==> src/mcd_consts.vh <==
`ifndef MCD_CONSTS_VH
`define MCD_CONSTS_VH
// ****************************************************************
// Shared memory word indices.
// ****************************************************************
`define MCD_IDX_RX1 3'h0
`define MCD_IDX_TX1 3'h1
`define MCD_IDX_RX2 3'h2
`define MCD_IDX_TX2 3'h3
`define MCD_IDX_MODE 3'h4
// ****************************************************************
// Descriptor fields.
// ****************************************************************
`define MCD_B_OWN 15
`define MCD_B_LAST 14
`define MCD_B_ERR 13
`define MCD_B_ABORT 13
`define MCD_B_MISM 12
`define MCD_B_ABIT 9
`define MCD_B_EBIT 8
`define MCD_DATA_HI 7
`define MCD_CI_HI 5
`define MCD_CI_LO 2
`define MCD_RESET_WORD 16'h0000
`define MCD_IDLE_BYTE 8'hFF
// ****************************************************************
// Mode byte fields and codes.
// ****************************************************************
`define MCD_M_EN1 0
`define MCD_M_EN2 1
`define MCD_M_LOOP 2
`define MCD_M_MODE_HI 5
`define MCD_M_MODE_LO 3
`define MCD_MODE_OFF 3'h0
`define MCD_MODE_TRANSP 3'h1
`define MCD_M_LINK 5
`define MCD_M_PROTO 4
`define MCD_M_HUNT1_N 4
`define MCD_M_HUNT2_N 3
// ****************************************************************
// Serial frame: monitor byte, second byte, A bit, E bit.
// ****************************************************************
`define MCD_FRAME_BITS 18
`define MCD_FRAME_LAST 5'h12
`define MCD_F_D1_HI 17
`define MCD_F_D1_LO 10
`define MCD_F_D2_HI 9
`define MCD_F_D2_LO 2
`define MCD_F_A 1
`define MCD_F_E 0
`endif

==> src/mcd_core.v <==
`timescale 1ns/1ps
`include "mcd_consts.vh"
module mcd_core
(
    input wire core_clk_i,
    input wire rst_n_i,
    input wire mem_sel_i,
    input wire mem_we_i,
    input wire [2:0] mem_addr_i,
    input wire [15:0] mem_wdata_i,
    output reg [15:0] mem_rdata_o,
    input wire l1_clk_i,
    input wire l1_fsync_i,
    input wire l1_rxd_i,
    output reg l1_txd_o,
    output reg chan1_irq_o,
    output reg chan2_irq_o,
    output reg frame_lost_o
);
    // ****************************************************************
    // Link input synchronisers and edge detection.
    // ****************************************************************
    reg [2:0] clk_s_q;
    reg [1:0] fs_s_q;
    reg [1:0] rxd_s_q;
    wire l1_rise;
    wire l1_fall;
    wire rx_bit;
    reg [4:0] bit_cnt_q;
    reg [17:0] rx_sh_q;
    reg [17:0] tx_sh_q;
    reg frame_done_q;
    // Descriptor words, mode byte and transmit shadow.
    reg [15:0] rx1_q;
    reg [15:0] tx1_q;
    reg [15:0] rx2_q;
    reg [15:0] tx2_q;
    reg [7:0] mode_q;
    reg [7:0] sh1_q;
    reg sh_a_q;
    reg sh_e_q;
    reg [7:0] sh2_q;
    // Monitor protocol and command channel state.
    reg [7:0] prev_q;
    reg prev_ok_q;
    reg got_q;
    reg pend_q;
    reg wait_q;
    reg [3:0] ci_prev_q;
    reg [3:0] ci_acc_q;
    reg rx1_own_q;
    reg tx1_own_q;
    reg rx2_own_q;
    reg tx2_own_q;
    reg host_wr_q;
    // Two-entry frame buffer.
    reg [17:0] buf0_q;
    reg [17:0] buf1_q;
    reg wr_ptr_q;
    reg rd_ptr_q;
    reg [1:0] count_q;
    wire in_ready;
    wire push;
    wire out_valid;
    wire out_ready;
    wire pop;
    wire [17:0] head;
    wire [7:0] d1;
    wire [7:0] d2;
    wire a_rx;
    wire e_rx;
    wire [3:0] ci;
    wire [2:0] mode;
    wire en1;
    wire en2;
    wire proto;
    wire transp;
    wire link;

    assign l1_rise = clk_s_q[1] & ~clk_s_q[2];
    assign l1_fall = ~clk_s_q[1] & clk_s_q[2];
    // Loopback feeds our own transmitted bit back to the receiver.
    assign rx_bit = mode_q[`MCD_M_LOOP] ? l1_txd_o : rxd_s_q[1];

    always @(posedge core_clk_i)
    begin
        if (!rst_n_i)
        begin
            clk_s_q <= 3'h0;
            fs_s_q <= 2'h0;
            rxd_s_q <= 2'h0;
        end
        else
        begin
            clk_s_q <= {clk_s_q[1:0], l1_clk_i};
            fs_s_q <= {fs_s_q[0], l1_fsync_i};
            rxd_s_q <= {rxd_s_q[0], l1_rxd_i};
        end
    end

    // ****************************************************************
    // Frame shifter: bits sampled on rising link edges, sent on falling.
    // ****************************************************************
    always @(posedge core_clk_i)
    begin
        if (!rst_n_i)
        begin
            bit_cnt_q <= 5'h0;
            rx_sh_q <= 18'h0;
            tx_sh_q <= 18'h0;
            frame_done_q <= 1'b0;
            l1_txd_o <= 1'b1;
        end
        else
        begin
            frame_done_q <= 1'b0;
            if (l1_rise && fs_s_q[1])
            begin
                bit_cnt_q <= 5'h1;
                rx_sh_q <= {17'h0, rx_bit};
                tx_sh_q <= {sh1_q, sh2_q, sh_a_q, sh_e_q};
            end
            else if (l1_rise && bit_cnt_q != 5'h0)
            begin
                rx_sh_q <= {rx_sh_q[16:0], rx_bit};
                if (bit_cnt_q == `MCD_FRAME_LAST - 5'h1)
                begin
                    bit_cnt_q <= 5'h0;
                    frame_done_q <= 1'b1;
                end
                else
                begin
                    bit_cnt_q <= bit_cnt_q + 5'h1;
                end
            end
            if (l1_fall)
            begin
                l1_txd_o <= tx_sh_q[`MCD_FRAME_BITS - 1];
                tx_sh_q <= {tx_sh_q[16:0], 1'b1};
            end
        end
    end

    // ****************************************************************
    // Frame buffer.
    // ****************************************************************
    // A frame that finds the buffer full is dropped and reported, since
    // the line itself cannot be held off.
    assign in_ready = (count_q != 2'h2);
    assign push = frame_done_q & in_ready;
    assign out_valid = (count_q != 2'h0);
    assign out_ready = ~mem_sel_i;
    assign pop = out_valid & out_ready;
    assign head = rd_ptr_q ? buf1_q : buf0_q;

    always @(posedge core_clk_i)
    begin
        if (!rst_n_i)
        begin
            buf0_q <= 18'h0;
            buf1_q <= 18'h0;
            wr_ptr_q <= 1'b0;
            rd_ptr_q <= 1'b0;
            count_q <= 2'h0;
            frame_lost_o <= 1'b0;
        end
        else
        begin
            frame_lost_o <= frame_done_q & ~in_ready;
            if (push && !wr_ptr_q)
                buf0_q <= rx_sh_q;
            if (push && wr_ptr_q)
                buf1_q <= rx_sh_q;
            if (push)
                wr_ptr_q <= ~wr_ptr_q;
            if (pop)
                rd_ptr_q <= ~rd_ptr_q;
            if (push && !pop)
                count_q <= count_q + 2'h1;
            else if (pop && !push)
                count_q <= count_q - 2'h1;
        end
    end

    // ****************************************************************
    // Descriptor engine.
    // ****************************************************************
    assign d1 = head[`MCD_F_D1_HI:`MCD_F_D1_LO];
    assign d2 = head[`MCD_F_D2_HI:`MCD_F_D2_LO];
    assign a_rx = head[`MCD_F_A];
    assign e_rx = head[`MCD_F_E];
    assign ci = d2[`MCD_CI_HI:`MCD_CI_LO];
    assign mode = mode_q[`MCD_M_MODE_HI:`MCD_M_MODE_LO];
    assign en1 = mode_q[`MCD_M_EN1];
    assign en2 = mode_q[`MCD_M_EN2];
    assign link = mode[2];
    assign proto = ~mode[2] & mode[1];
    assign transp = (mode == `MCD_MODE_TRANSP);

    always @(posedge core_clk_i)
    begin
        if (!rst_n_i)
        begin
            rx1_q <= `MCD_RESET_WORD;
            tx1_q <= `MCD_RESET_WORD;
            rx2_q <= `MCD_RESET_WORD;
            tx2_q <= `MCD_RESET_WORD;
            mode_q <= 8'h00;
            mem_rdata_o <= 16'h0000;
            sh1_q <= `MCD_IDLE_BYTE;
            sh2_q <= `MCD_IDLE_BYTE;
            sh_a_q <= 1'b0;
            sh_e_q <= 1'b0;
            prev_q <= 8'h00;
            prev_ok_q <= 1'b0;
            got_q <= 1'b0;
            pend_q <= 1'b0;
            wait_q <= 1'b0;
            ci_prev_q <= 4'h0;
            ci_acc_q <= 4'h0;
        end
        else if (mem_sel_i)
        begin
            // Host access owns the memory this cycle; frames wait.
            if (mem_we_i)
            begin
                case (mem_addr_i)
                    `MCD_IDX_RX1: rx1_q <= mem_wdata_i;
                    `MCD_IDX_TX1: tx1_q <= mem_wdata_i;
                    `MCD_IDX_RX2: rx2_q <= mem_wdata_i;
                    `MCD_IDX_TX2: tx2_q <= mem_wdata_i;
                    `MCD_IDX_MODE: mode_q <= mem_wdata_i[7:0];
                    default: mode_q <= mode_q;
                endcase
            end
            case (mem_addr_i)
                `MCD_IDX_RX1: mem_rdata_o <= rx1_q;
                `MCD_IDX_TX1: mem_rdata_o <= tx1_q;
                `MCD_IDX_RX2: mem_rdata_o <= rx2_q;
                `MCD_IDX_TX2: mem_rdata_o <= tx2_q;
                `MCD_IDX_MODE: mem_rdata_o <= {8'h00, mode_q};
                default: mem_rdata_o <= 16'h0000;
            endcase
        end
        else if (pop)
        begin
            // Channel one receive.
            if (en1 && (link || transp))
            begin
                if (rx1_q[`MCD_B_OWN] && (transp || mode_q[`MCD_M_HUNT1_N] ||
                    d1 != `MCD_IDLE_BYTE))
                begin
                    rx1_q[`MCD_DATA_HI:0] <= d1;
                    rx1_q[`MCD_B_ABIT] <= transp & a_rx;
                    rx1_q[`MCD_B_EBIT] <= transp & e_rx;
                    rx1_q[`MCD_B_OWN] <= 1'b0;
                end
            end
            else if (en1 && proto)
            begin
                if (e_rx)
                begin
                    prev_q <= d1;
                    prev_ok_q <= 1'b1;
                    rx1_q[`MCD_B_MISM] <= prev_ok_q & (d1 != prev_q);
                    if (prev_ok_q && d1 == prev_q && !got_q && !pend_q &&
                        rx1_q[`MCD_B_OWN])
                    begin
                        rx1_q[`MCD_DATA_HI:0] <= d1;
                        rx1_q[`MCD_B_LAST] <= 1'b0;
                        rx1_q[`MCD_B_ERR] <= 1'b0;
                        rx1_q[`MCD_B_OWN] <= 1'b0;
                        got_q <= 1'b1;
                        pend_q <= 1'b1;
                    end
                    else if (d1 != prev_q)
                    begin
                        got_q <= 1'b0;
                        if (pend_q && rx1_q[`MCD_B_OWN])
                        begin
                            rx1_q[`MCD_B_LAST] <= 1'b1;
                            rx1_q[`MCD_B_ERR] <= 1'b1;
                            rx1_q[`MCD_B_OWN] <= 1'b0;
                            pend_q <= 1'b0;
                        end
                    end
                end
                else if (prev_ok_q && rx1_q[`MCD_B_OWN])
                begin
                    rx1_q[`MCD_B_LAST] <= 1'b1;
                    rx1_q[`MCD_B_ERR] <= 1'b0;
                    rx1_q[`MCD_B_OWN] <= 1'b0;
                    prev_ok_q <= 1'b0;
                    got_q <= 1'b0;
                    pend_q <= 1'b0;
                end
                // The acknowledge goes out for one frame once the host frees the slot.
                sh_a_q <= pend_q & rx1_q[`MCD_B_OWN];
                if (pend_q && rx1_q[`MCD_B_OWN])
                    pend_q <= 1'b0;
            end
            // Channel one transmit.
            if (en1 && (link || transp) && tx1_q[`MCD_B_OWN])
            begin
                sh1_q <= tx1_q[`MCD_DATA_HI:0];
                sh_a_q <= transp & tx1_q[`MCD_B_ABIT];
                sh_e_q <= transp & tx1_q[`MCD_B_EBIT];
                tx1_q[`MCD_B_OWN] <= 1'b0;
            end
            else if (en1 && proto)
            begin
                if (wait_q && a_rx)
                begin
                    tx1_q[`MCD_B_OWN] <= 1'b0;
                    wait_q <= 1'b0;
                    if (tx1_q[`MCD_B_LAST])
                        sh_e_q <= 1'b0;
                end
                else if (!wait_q && a_rx && sh_e_q)
                begin
                    tx1_q[`MCD_B_ABORT] <= 1'b1;
                    sh_e_q <= 1'b0;
                end
                else if (!wait_q && tx1_q[`MCD_B_OWN])
                begin
                    sh1_q <= tx1_q[`MCD_DATA_HI:0];
                    sh_e_q <= 1'b1;
                    wait_q <= 1'b1;
                end
            end
            // Channel two.
            if (en2 && link)
            begin
                if (rx2_q[`MCD_B_OWN] && (mode_q[`MCD_M_HUNT2_N] ||
                    d2 != `MCD_IDLE_BYTE))
                begin
                    rx2_q[`MCD_DATA_HI:0] <= d2;
                    rx2_q[`MCD_B_OWN] <= 1'b0;
                end
                if (tx2_q[`MCD_B_OWN])
                begin
                    sh2_q <= tx2_q[`MCD_DATA_HI:0];
                    tx2_q[`MCD_B_OWN] <= 1'b0;
                end
            end
            else if (en2)
            begin
                ci_prev_q <= ci;
                if (ci == ci_prev_q && ci != ci_acc_q)
                begin
                    ci_acc_q <= ci;
                    if (rx2_q[`MCD_B_OWN])
                    begin
                        rx2_q[`MCD_CI_HI:`MCD_CI_LO] <= ci;
                        rx2_q[1:0] <= 2'h0;
                        rx2_q[`MCD_B_OWN] <= 1'b0;
                    end
                end
                if (tx2_q[`MCD_B_OWN])
                begin
                    sh2_q <= {2'h0, tx2_q[`MCD_CI_HI:`MCD_CI_LO], 2'h0};
                    tx2_q[`MCD_B_OWN] <= 1'b0;
                end
            end
        end
    end

    // ****************************************************************
    // Per-channel interrupt pulses on device hand-back of a descriptor.
    // ****************************************************************
    always @(posedge core_clk_i)
    begin
        if (!rst_n_i)
        begin
            rx1_own_q <= 1'b0;
            tx1_own_q <= 1'b0;
            rx2_own_q <= 1'b0;
            tx2_own_q <= 1'b0;
            host_wr_q <= 1'b0;
            chan1_irq_o <= 1'b0;
            chan2_irq_o <= 1'b0;
        end
        else
        begin
            rx1_own_q <= rx1_q[`MCD_B_OWN];
            tx1_own_q <= tx1_q[`MCD_B_OWN];
            rx2_own_q <= rx2_q[`MCD_B_OWN];
            tx2_own_q <= tx2_q[`MCD_B_OWN];
            host_wr_q <= mem_sel_i & mem_we_i;
            // A host write that clears an own bit is not a hand-back.
            chan1_irq_o <= en1 & ~host_wr_q & ((rx1_own_q & ~rx1_q[`MCD_B_OWN]) |
                (tx1_own_q & ~tx1_q[`MCD_B_OWN]));
            chan2_irq_o <= en2 & ~host_wr_q & ((rx2_own_q & ~rx2_q[`MCD_B_OWN]) |
                (tx2_own_q & ~tx2_q[`MCD_B_OWN]));
        end
    end
endmodule // mcd_core

==> config.mk <==
export PLATFORM = sky130hd
export DESIGN_NAME = mcd_core
export DESIGN_NICKNAME = d
export VERILOG_FILES = /design/src/mcd_core.v
export VERILOG_INCLUDE_DIRS = /design/src
export SDC_FILE = /design/constraint.sdc
export NUM_CORES = 1
export LEC_CHECK = 0
export BUFFER_PORTS_ARGS = -buffer_cell sky130_fd_sc_hd__buf_2
export CAP_MARGIN = 20
export CORE_UTILIZATION = 28
export CTS_CLUSTER_SIZE = 30
export DETAILED_ROUTE_END_ITERATION = 10
export PLACE_DENSITY = 0.43
export REMOVE_ABC_BUFFERS = 1
export SYNTH_ARGS = -nofsm -noshare
export SYNTH_HDL_FRONTEND = slang
export SYNTH_SLANG_ARGS = --single-unit
==> constraint.sdc <==
create_clock -name core_clk_i -period 3.8 [get_ports core_clk_i]
set_clock_uncertainty 0.1 [all_clocks]
set_input_delay 0.57 -clock core_clk_i [delete_from_list [all_inputs] [get_ports core_clk_i]]
set_output_delay 0.57 -clock core_clk_i [all_outputs]
set_load 0.02 [all_outputs]
==> results of run 1 <==
power groups by stage:
stage / Sequential, mW / Clock [mW] / Combinational (mW)
after detailed placement: 2.44 / 0 / 0.209
final: 2.39 / 2.48 / 0.207
after global routing: 2.39 / 2.67 / 0.227
after CTS: 2.39 / 2.56 / 0.209
after global placement: 2.44 / 0 / 0.209
after floorplan: 2.43 / 0 / 0.0980
routing by layer:
layer / vias to the layer above / GRT usage [%]
li1: 4083 / -
met1: 3807 / 23.21
met2: 177 / 25.86
met3: 35 / 2.142
met4: 0 / 3.412
met5: - / 0
final timing paths:
check	start	to	slack, ns	cells after the start
worst max-delay path	rd_ptr_q	rx1_q[2]	0.91	8
worst min-delay path	l1_rxd_i	rxd_s_q[0]	0.14	2
worst max register to register	rd_ptr_q	rx1_q[2]	0.91	8
worst min register to register	fs_s_q[0]	fs_s_q[1]	0.33	1
registers in the layout (all words and copies together), names as in the netlist, 8 cells and up:
| register | cells |
|---|---|
| mode_q | 8 |
| sh1_q | 8 |
| rx2_q | 16 |
| buf0_q | 18 |
| buf1_q | 18 |
| tx2_q | 16 |
| mem_rdata_o | 16 |
| tx_sh_q | 18 |
| tx1_q | 16 |
| prev_q | 8 |
| sh2_q | 8 |
| rx1_q | 16 |
| rx_sh_q | 18 |
stage by stage:
stage	cell area, um2	worst slack, ns	cells
after floorplan	9447	0.1416	1079
after global placement	10460	0.8881	1602
after detailed placement	10460	0.8420	1602
after CTS	11310	0.9037	1648
after global routing	11310	0.6857	1648
final	11310	0.9122	1648
cells by family after synthesis:
kind of cell,Yosys count,share of synthesized area [%]
simple gates,437,19.05
compound gates,293,19.18
flops,224,45.95
buf+inv,100,4.116
mux,76,9.296
xor+xnor,21,1.885
fa+ha+maj,4,0.5129
layout by cell type (no fill, tap or decap), types with 6 or more instances in the layout:
cell         n
mux4_2       8
o211ai_1     7
nor2b_1      6
nand3_1      9
nand4_1     12
buf_4       21
nor2_1     104
nand2_1    243
a21oi_1    133
dfxtp_1    224
a211oi_2     6
nor3_1      18
inv_1       21
and2_1      14
a22oi_1     30
mux2i_1     60
o22ai_1     10
buf_2       45
o21ai_0     21
xnor2_1     16
a211oi_1    47
clkbuf_1     8
clkbuf_16   26
a31oi_1     11
worst max-delay path, cell delays in order, from the launching register on:
cell      delay [ns]
dfxtp_1         0.50
buf_12          0.23
mux2i_1         0.36
xnor2_1         0.12
nor4_2          0.55
nand4_1         0.16
buf_4           0.22
a21o_1          0.28
a211oi_1        0.26
final cells by class:
type,instances,area (um2)
Timing Repair Buffer,68,422.9
Multi-Input combinational cell,831,4888
Tap cell,455,569.3
Fill cell,3607,23150
Sequential cell,224,4484
Inverter,24,92.59
Clock inverter,7,100.1
Clock buffer,39,749.5
==> impl_metrics.csv, run 1 <==
group,metric,value,unit
outcome,outcome,"finished, violations left",
outcome,violations,"DRC",
finish,finish.net_count,1205,
global_route,grt_pass1_wl,45800,um
routing,ant_nets,0,
timing,hold_ws,0.1441,ns
routing,drt_drc_violations_left,1,
clocking,cts.path.max_buffers,3,
synth,synth_edf_count,0,
power_and_ir_drop,clkPwrFrac,48.9,%
hold_path,hold_path.class,"primary input to register",
clocking,numCtsBuffers,26,
timing,worst_pin_slew,0.9994,ns
power_and_ir_drop,intPower,3.924,mW
setup_path,start_kind,"register",
power_and_ir_drop,netSwitchingPower,1.150,mW
synth,synth-async-reset-ratio,0,%
timing,clock.fmax,346.3,MHz
synth,yosysMostFrequentCell,"nand2_1",
routing,vias_per_cell,4.916,
place,finalWeightedCongestion,0.8346,
synth,syn_inst,1155,
timing,slew_violations,0,
timing,rsz0062_at_grt,"false",
global_route,gr-usage-all-layers,16.23,%
synth,synthesis.area,9758,um2
timing,final.period_utilization,75.99,%
routing,wl_met1,14170,um
timing,period_needed,2.888,ns
clocking,root_buffer,"clkbuf_16",
place,port_buffers,45,
finish,synthToLayoutAreaGrowth,15.87,%
routing,drt_iter0_drc,536,
finish,drive_gt1_share,11.99,%
routing,vias,8102,
finish,diodes,0,
power_and_ir_drop,comb_power_share,4.1,%
setup_path,path_class,"register to register",
routing,wl_met2,13140,um
clocking,cts_setup_buffers,0,
setup_path,cp.arrival,3.23,ns
synth,yosys-top-cells-count,"243 x nand2_1, 224 x dfxtp_1, 133 x a21oi_1",
synth,synth_top_area_cell,"dfxtp_1",
synth,synth_cell_type_count,63,
synth,synthFlopType,"dfxtp_1",
synth,synth.yosys.seq_area_share,45.95,%
synth,yosys_warnings,0,
finish,post-route-util,32.81,%
clocking,cts_resized,0,
routing,routed_wl,29080,um
timing,max-slew-margin-rel,32.82,%
job,cap_violations,0,
setup_path,worstSetupEndpointType,"register",
timing,fin_tns_setup,0,ns
routing,highest_layer,"met4",
synth,synth.area.top_cells,"dfxtp_1 46%, nand2_1 9.3%, a21oi_1 6.8%",
floorplanning,start_util,28.32,%
clocking,cts_hold_buf,0,
synth,yosys.area.top_type_share,45.95,%
clocking,htreeDepth,1,
floorplanning,ios,46,
clocking,clock_latency,0.53,ns
routing,firstDrtPassIters,8,
floorplanning,core_area,34460,um2
synth,ys_seq_elements,224,
clocking,cts_sinks,224,
power_and_ir_drop,seq_power_share,47.0,%
routing,wl_per_cell,17.65,um
power_and_ir_drop,power.density,448.7,nW/um2
setup_path,crit_required,4.15,ns
place,dp_hpwl,20260,um
power_and_ir_drop,swShare,22.66,%
synth,avgSynthCellArea,8.449,um2
global_route,grt_pass1_vias,7730,
floorplanning,die-area,35600,um2
clocking,tritoncts,"built",
power_and_ir_drop,irDropWorstVdd,238.9,uV
power_and_ir_drop,leakagePower,4.065,nW
timing,hold_viol,0,
global_route,grt_overflow,0,
power_and_ir_drop,p_total,5.074,mW
global_route,antenna_found_initial,0,
floorplanning,num_rows,68,
routing,route.met3.wl,1337,um
floorplanning,die_x,188.7,um
floorplanning,fp.dieH,188.7,um
setup_path,critical_path.max_fanout,19,
timing,setup_viol,0,
clocking,path_clk_slew,0.06,ns
global_route,grt_max_degree,77,
(Power assumes the default switching activity.)
==> run 2: changes to the inputs <==
- clock period: 3.8 -> 3 ns (I/O delays scaled with it)
==> run 2 against run 1 <==
- the run now ends clean
- core utilization up 0.60 points
- global-route usage up 0.20 points
- die area unchanged
- worst setup slack worse by 0.60 ns
- final cell count up 1.5%
- register-to-register slack worse by 0.60 ns
- clock power up 32%
- power up 29%
- clock-buffer cell count down 2
- hold slack worse by 0.13 ns
- wire length up 0.46%
==> impl_metrics.csv, run 2 (same netlist as run 1, synthesis figures left out) <==
group,metric,value,unit
outcome,outcome,"finished clean",
global_route,antenna_found_initial,0,
finish,fill_cells,3622,
clocking,cts_resized,0,
setup_path,worstSetupEndpointType,"register",
global_route,grt_overflow,0,
floorplanning,core_area,34460,um2
timing,slew_violations,0,
floorplanning,die_x,188.7,um
place,dp_hpwl,20850,um
power_and_ir_drop,power.density,570.1,nW/um2
setup_path,reg2reg_slack,0.31,ns
clocking,htreeDepth,1,
finish,finish.net_count,1229,
setup_path,cp.arrival,3.04,ns
finish,drive_gt1_share,14.04,%
global_route,grt_pass1_vias,7898,
floorplanning,fp.dieH,188.7,um
clocking,cts_sinks,224,
routing,highest_layer,"met4",
routing,firstDrtPassIters,7,
finish,seqCellArea,4484,um2
clocking,cts_hold_buf,1,
floorplanning,start_util,28.32,%
routing,wl_per_cell,17.46,um
routing,drt_iter0_drc,447,
finish,multiInputGateArea,4886,um2
setup_path,start_kind,"register",
finish,finalInstanceArea,11510,um2
timing,fin_tns_setup,0,ns
setup_path,critical_path.max_fanout,16,
routing,route.met3.wl,1176,um
finish,diodes,0,
routing,routed_wl,29210,um
clocking,cts.path.max_buffers,3,
timing,period_needed,2.691,ns
timing,final.period_utilization,89.72,%
global_route,grt_pass1_wl,46770,um
timing,clock.fmax,371.5,MHz
global_route,grt_max_degree,57,
hold_path,hold_path.class,"primary input to register",
routing,vias,8231,
power_and_ir_drop,irDropWorstVdd,301.6,uV
clocking,tritoncts,"built",
routing,drt_drc_violations_left,0,
finish,final_cell_mix,"243 x nand2_1, 224 x dfxtp_1, 133 x a21oi_1",
finish,synthToLayoutAreaGrowth,18.00,%
routing,wl_met1,14050,um
job,cap_violations,0,
routing,vias_per_cell,4.920,
setup_path,path_class,"register to register",
clocking,root_buffer,"clkbuf_16",
routing,wl_met2,13420,um
clocking,clock_latency,0.54,ns
clocking,cts_setup_buffers,0,
clocking,path_clk_slew,0.06,ns
timing,hold_viol,0,
floorplanning,ios,46,
finish,final_common_cell,"nand2_1",
timing,setup_viol,0,
global_route,gr-usage-all-layers,16.42,%
place,port_buffers,45,
setup_path,crit_required,3.35,ns
floorplanning,die-area,35600,um2
timing,max-slew-margin-rel,47.00,%
routing,ant_nets,0,
floorplanning,num_rows,68,
place,finalWeightedCongestion,0.8399,
power_and_ir_drop,leakagePower,4.197,nW
clocking,numCtsBuffers,27,
timing,worst_pin_slew,0.7950,ns
place,placed_area,10610,um2
timing,rsz0062_at_grt,"false",
-- run 2: changes by cell type in the layout (fill, tap and decap cells not counted) --
cell and delta:
buf_12 -1, buf_4 +23, clkbuf_1 -5, clkbuf_16 +1, clkbuf_8 +2, clkinv_2 +3, clkinv_8 -1, clkinvlp_4 +2
dlygate4sd3_1 +1, nor2_1 +1, nor2_2 -1
-- run 2: final cells by class --
cell class	instances	share of cell area, %
multi-input combinational	831	42.43
sequential	224	38.94
clock buffer	37	6.802
timing repair buffer	91	5.085
tap	455	4.944
clock inverter	11	0.9888
inverter	24	0.8041
-- run 2: routing by layer --
layer  track usage (%)  up-vias
met5                 0        -
met4             4.280        0
met3             2.030       43
met2             27.19      143
met1             22.45     3905
li1                  -     4140
-- run 2: worst max-delay path, cell delays in order (launching register included) --
cell	delay, ns
dfxtp_1	0.33
buf_4	0.27
mux2i_1	0.35
xnor2_1	0.13
nor4_2	0.53
nand4_1	0.15
buf_4	0.21
a21o_1	0.27
a211oi_1	0.26
-- run 2: where the power goes --
part	internal, mW	switching (mW)	total (mW)
sequential	3.00	0.0172	3.02
clock	1.99	1.29	3.28
combinational	0.0801	0.188	0.268
total	5.07	1.50	6.56
-- run 2: path summary, 6_finish.rpt --
kind	from	endpoint	depth (start not counted)
max	rd_ptr_q	rx1_q[6]	8
min	l1_fsync_i	fs_s_q[0]	2
max reg2reg	rd_ptr_q	rx1_q[6]	8
min reg2reg	clk_s_q[0]	clk_s_q[1]	1
-- run 2: per-stage QoR --
| step | utilization (%) | hold WS [ns] | std cells | worst slack (ns) | power (mW) |
|---|---|---|---|---|---|
| after CTS | 33.42 | 0.001285 | 1673 | 0.3152 | 6.659 |
| after global placement | 30.78 | 0.3209 | 1624 | 0.3922 | 3.354 |
| final | 33.42 | 0.01659 | 1673 | 0.3085 | 6.565 |
| after floorplan | - | 0.3118 | 1079 | -0.5384 | 3.205 |
| after global routing | 33.42 | 0.006242 | 1673 | 0.1382 | 6.813 |
| after detailed placement | 30.78 | 0.3216 | 1624 | 0.3107 | 3.353 |
==> run 3: changes to the inputs <==
- ABC_AREA: default -> 1
- CAP_MARGIN: 20 -> 10
==> run 3 against run 2 <==
- global-route usage increased by 0.50 points
- sequential power barely moved
- clock power rose by 2%
- sequential share of layout area rose by 0.86 points
- flip-flop and latch count did not move
==> impl_metrics.csv, run 3 <==
group,metric,value,unit
hold_path,hold_end,"tx2_q[8]",
power_and_ir_drop,clkPwrFrac,49.1,%
setup_path,worstSetupEndpointType,"register",
floorplanning,num_rows,67,
routing,firstDrtPassIters,6,
timing,hold_viol,0,
power_and_ir_drop,comb_power_share,5.8,%
power_and_ir_drop,swShare,23.92,%
hold_path,hold_path.class,"primary input to register",
global_route,antenna_found_initial,0,
outcome,outcome,"finished clean",
synth,ys_seq_elements,224,
setup_path,path_class,"register to register",
setup_path,start_kind,"register",
global_route,grt_pass1_vias,8196,
routing,drt_iter0_drc,510,
hold_path,hp-start,"mem_wdata_i[8]",
finish,synthToLayoutAreaGrowth,17.24,%
global_route,grt_max_degree,151,
floorplanning,die_x,187.2,um
finish,final_common_cell,"nand2_1",
synth,yosys-top-cells-count,"282 x nand2_1, 224 x dfxtp_1, 176 x o21ai_0",
synth,avgSynthCellArea,7.197,um2
finish,finish.net_count,1403,
timing,slew_violations,0,
timing,hold_ws,0.1146,ns
place,finalWeightedCongestion,0.8499,
clocking,path_clk_slew,0.06,ns
finish,seqCellArea,4484,um2
finish,post-route-util,33.51,%
finish,final_cell_mix,"282 x nand2_1, 224 x dfxtp_1, 176 x o21ai_0",
power_and_ir_drop,power.density,601.0,nW/um2
hold_path,hold_path_depth,3,
finish,drive_gt1_share,10.11,%
timing,worst_pin_slew,0.7966,ns
place,dp_hpwl,20370,um
power_and_ir_drop,irDropWorstVdd,415.8,uV
timing,clock.fmax,432.7,MHz
setup_path,crit_required,3.34,ns
setup_path,r2r_start,"rd_ptr_q",
routing,routed_wl,29750,um
floorplanning,start_util,28.58,%
timing,final.period_utilization,77.03,%
synth,synth.area.top_cells,"dfxtp_1 47%, nand2_1 11%, o21ai_0 9.2%",
synth,synth.yosys.seq_area_share,46.67,%
clocking,cts_resized,0,
clocking,tritoncts,"built",
setup_path,cp_slowest_cell,"o21ai_0",
power_and_ir_drop,intPower,5.151,mW
synth,synthesis.area,9608,um2
place,port_buffers,45,
finish,multiInputGateArea,4300,um2
synth,synth_cell_type_count,43,
routing,vias,8711,
power_and_ir_drop,seq_power_share,45.1,%
setup_path,cp.arrival,2.65,ns
synth,synth_top_area_cell,"dfxtp_1",
routing,wl_per_cell,16.15,um
setup_path,worstRegToRegCells,9,
global_route,grt_overflow,0,
timing,setup_viol,0,
synth,synth_edf_count,0,
floorplanning,fp.dieH,187.2,um
clocking,clock_latency,0.54,ns
floorplanning,core_area,33620,um2
timing,fin_tns_setup,0,ns
global_route,grt_pass1_wl,47510,um
clocking,root_buffer,"clkbuf_16",
floorplanning,ios,46,
clocking,cts_sinks,224,
global_route,gr-usage-all-layers,16.92,%
finish,diodes,0,
synth,yosysMostFrequentCell,"nand2_1",
floorplanning,die-area,35060,um2
timing,max-slew-margin-rel,46.83,%
finish,fill_cells,3652,
setup_path,path_cells,"buf_4 > o21ai_0 > nor3_1 > nand2_1 > nand2_1 > a21oi_2 > nand3_2 > nor2_1 > nor2_1",
power_and_ir_drop,netSwitchingPower,1.619,mW
synth,synth-async-reset-ratio,0,%
job,cap_violations,0,
synth,synthFlopType,"dfxtp_1",
setup_path,reg2reg_slack,0.69,ns
power_and_ir_drop,leakagePower,4.591,nW
routing,drt_drc_violations_left,0,
clocking,cts.path.max_buffers,3,
synth,yosys.area.top_type_share,46.67,%
routing,ant_nets,0,
setup_path,critical_path.max_fanout,29,
timing,period_needed,2.311,ns
synth,syn_inst,1335,
timing,rsz0062_at_grt,"false",
clocking,numCtsBuffers,28,
setup_path,max_stage_delay,0.52,ns
clocking,cts_setup_buffers,0,
synth,yosys_warnings,0,
routing,vias_per_cell,4.729,
clocking,htreeDepth,1,
setup_path,r2r-end,"rx2_q[0]",
==> run 3: layout make-up <==
| class | count | share of cell area [%] |
|---|---|---|
| tap | 448 | 4.976 |
| sequential | 224 | 39.81 |
| inverter | 138 | 4.610 |
| clock buffer | 43 | 7.520 |
| timing repair buffer | 73 | 4.176 |
| clock inverter | 8 | 0.7331 |
| multi-input combinational | 908 | 38.18 |
==> run 3: power by group through the flow <==
stage | Combinational (mW) | Sequential (mW) | Clock (mW)
after global routing | 0.438 | 3.06 | 3.55
after floorplan | 0.190 | 3.12 | 0
after global placement | 0.391 | 3.12 | 0
after CTS | 0.394 | 3.05 | 3.42
after detailed placement | 0.390 | 3.12 | 0
final | 0.392 | 3.05 | 3.33
==> run 3: worst max path at each step <==
stage,cells past startpoint,from,endpoint
detailed placement,9,mem_addr_i[2],rx2_q[0]
global placement,9,mem_addr_i[2],rx2_q[0]
floorplan,11,rd_ptr_q,rx1_q[0]
finish,9,rd_ptr_q,rx2_q[0]
CTS,10,rd_ptr_q,rx2_q[4]
global route,12,rd_ptr_q,rx1_q[6]
==> run 3: cell families after synthesis <==
| kind of cell | Yosys count | synth area share (%) |
|---|---|---|
| AND/OR/NAND/NOR | 527 | 22.49 |
| XOR/XNOR | 7 | 0.6381 |
| adder cells (fa/ha/maj) | 4 | 0.5209 |
| AO/OA/AOI/OAI | 370 | 21.11 |
| flip-flops | 224 | 46.67 |
| buffers and inverters | 203 | 8.569 |
==> run 3: per-layer routing <==
layer  up-vias  part of all wire (%)  track usage, %
met5         -                     0               0
met4         0                   2.2           4.887
met3        39                   3.9           2.214
met2       154                    45           27.24
met1      4028                    49           23.51
li1       4490                     -               -
==> run 3: critical path, delay by kind of cell, from the launching register on <==
family                 cells  cell delay, ns
buffers and inverters      1            0.23
DFF                        1            0.30
and+or+nand+nor            6            0.88
AOI/OAI and AO/OA          2            0.68
==> run 3: per-stage QoR <==
step                std cells  total power, mW  worst slack [ns]  area [um2]
finish                   1842            6.770            0.6891       11260
global route             1842            7.045            0.4137       11260
CTS                      1842            6.860            0.6953       11260
detailed placement       1788            3.506            0.5590       10300
global placement         1788            3.507            0.5496       10300
floorplan                1270            3.307            0.6528        9304
==> run 3: what timing repair did <==
item / CTS / global route
hold buffers: 3 / 0
endpoints found under the setup margin: 0 / 0
hold endpoints to repair: 3 / 0
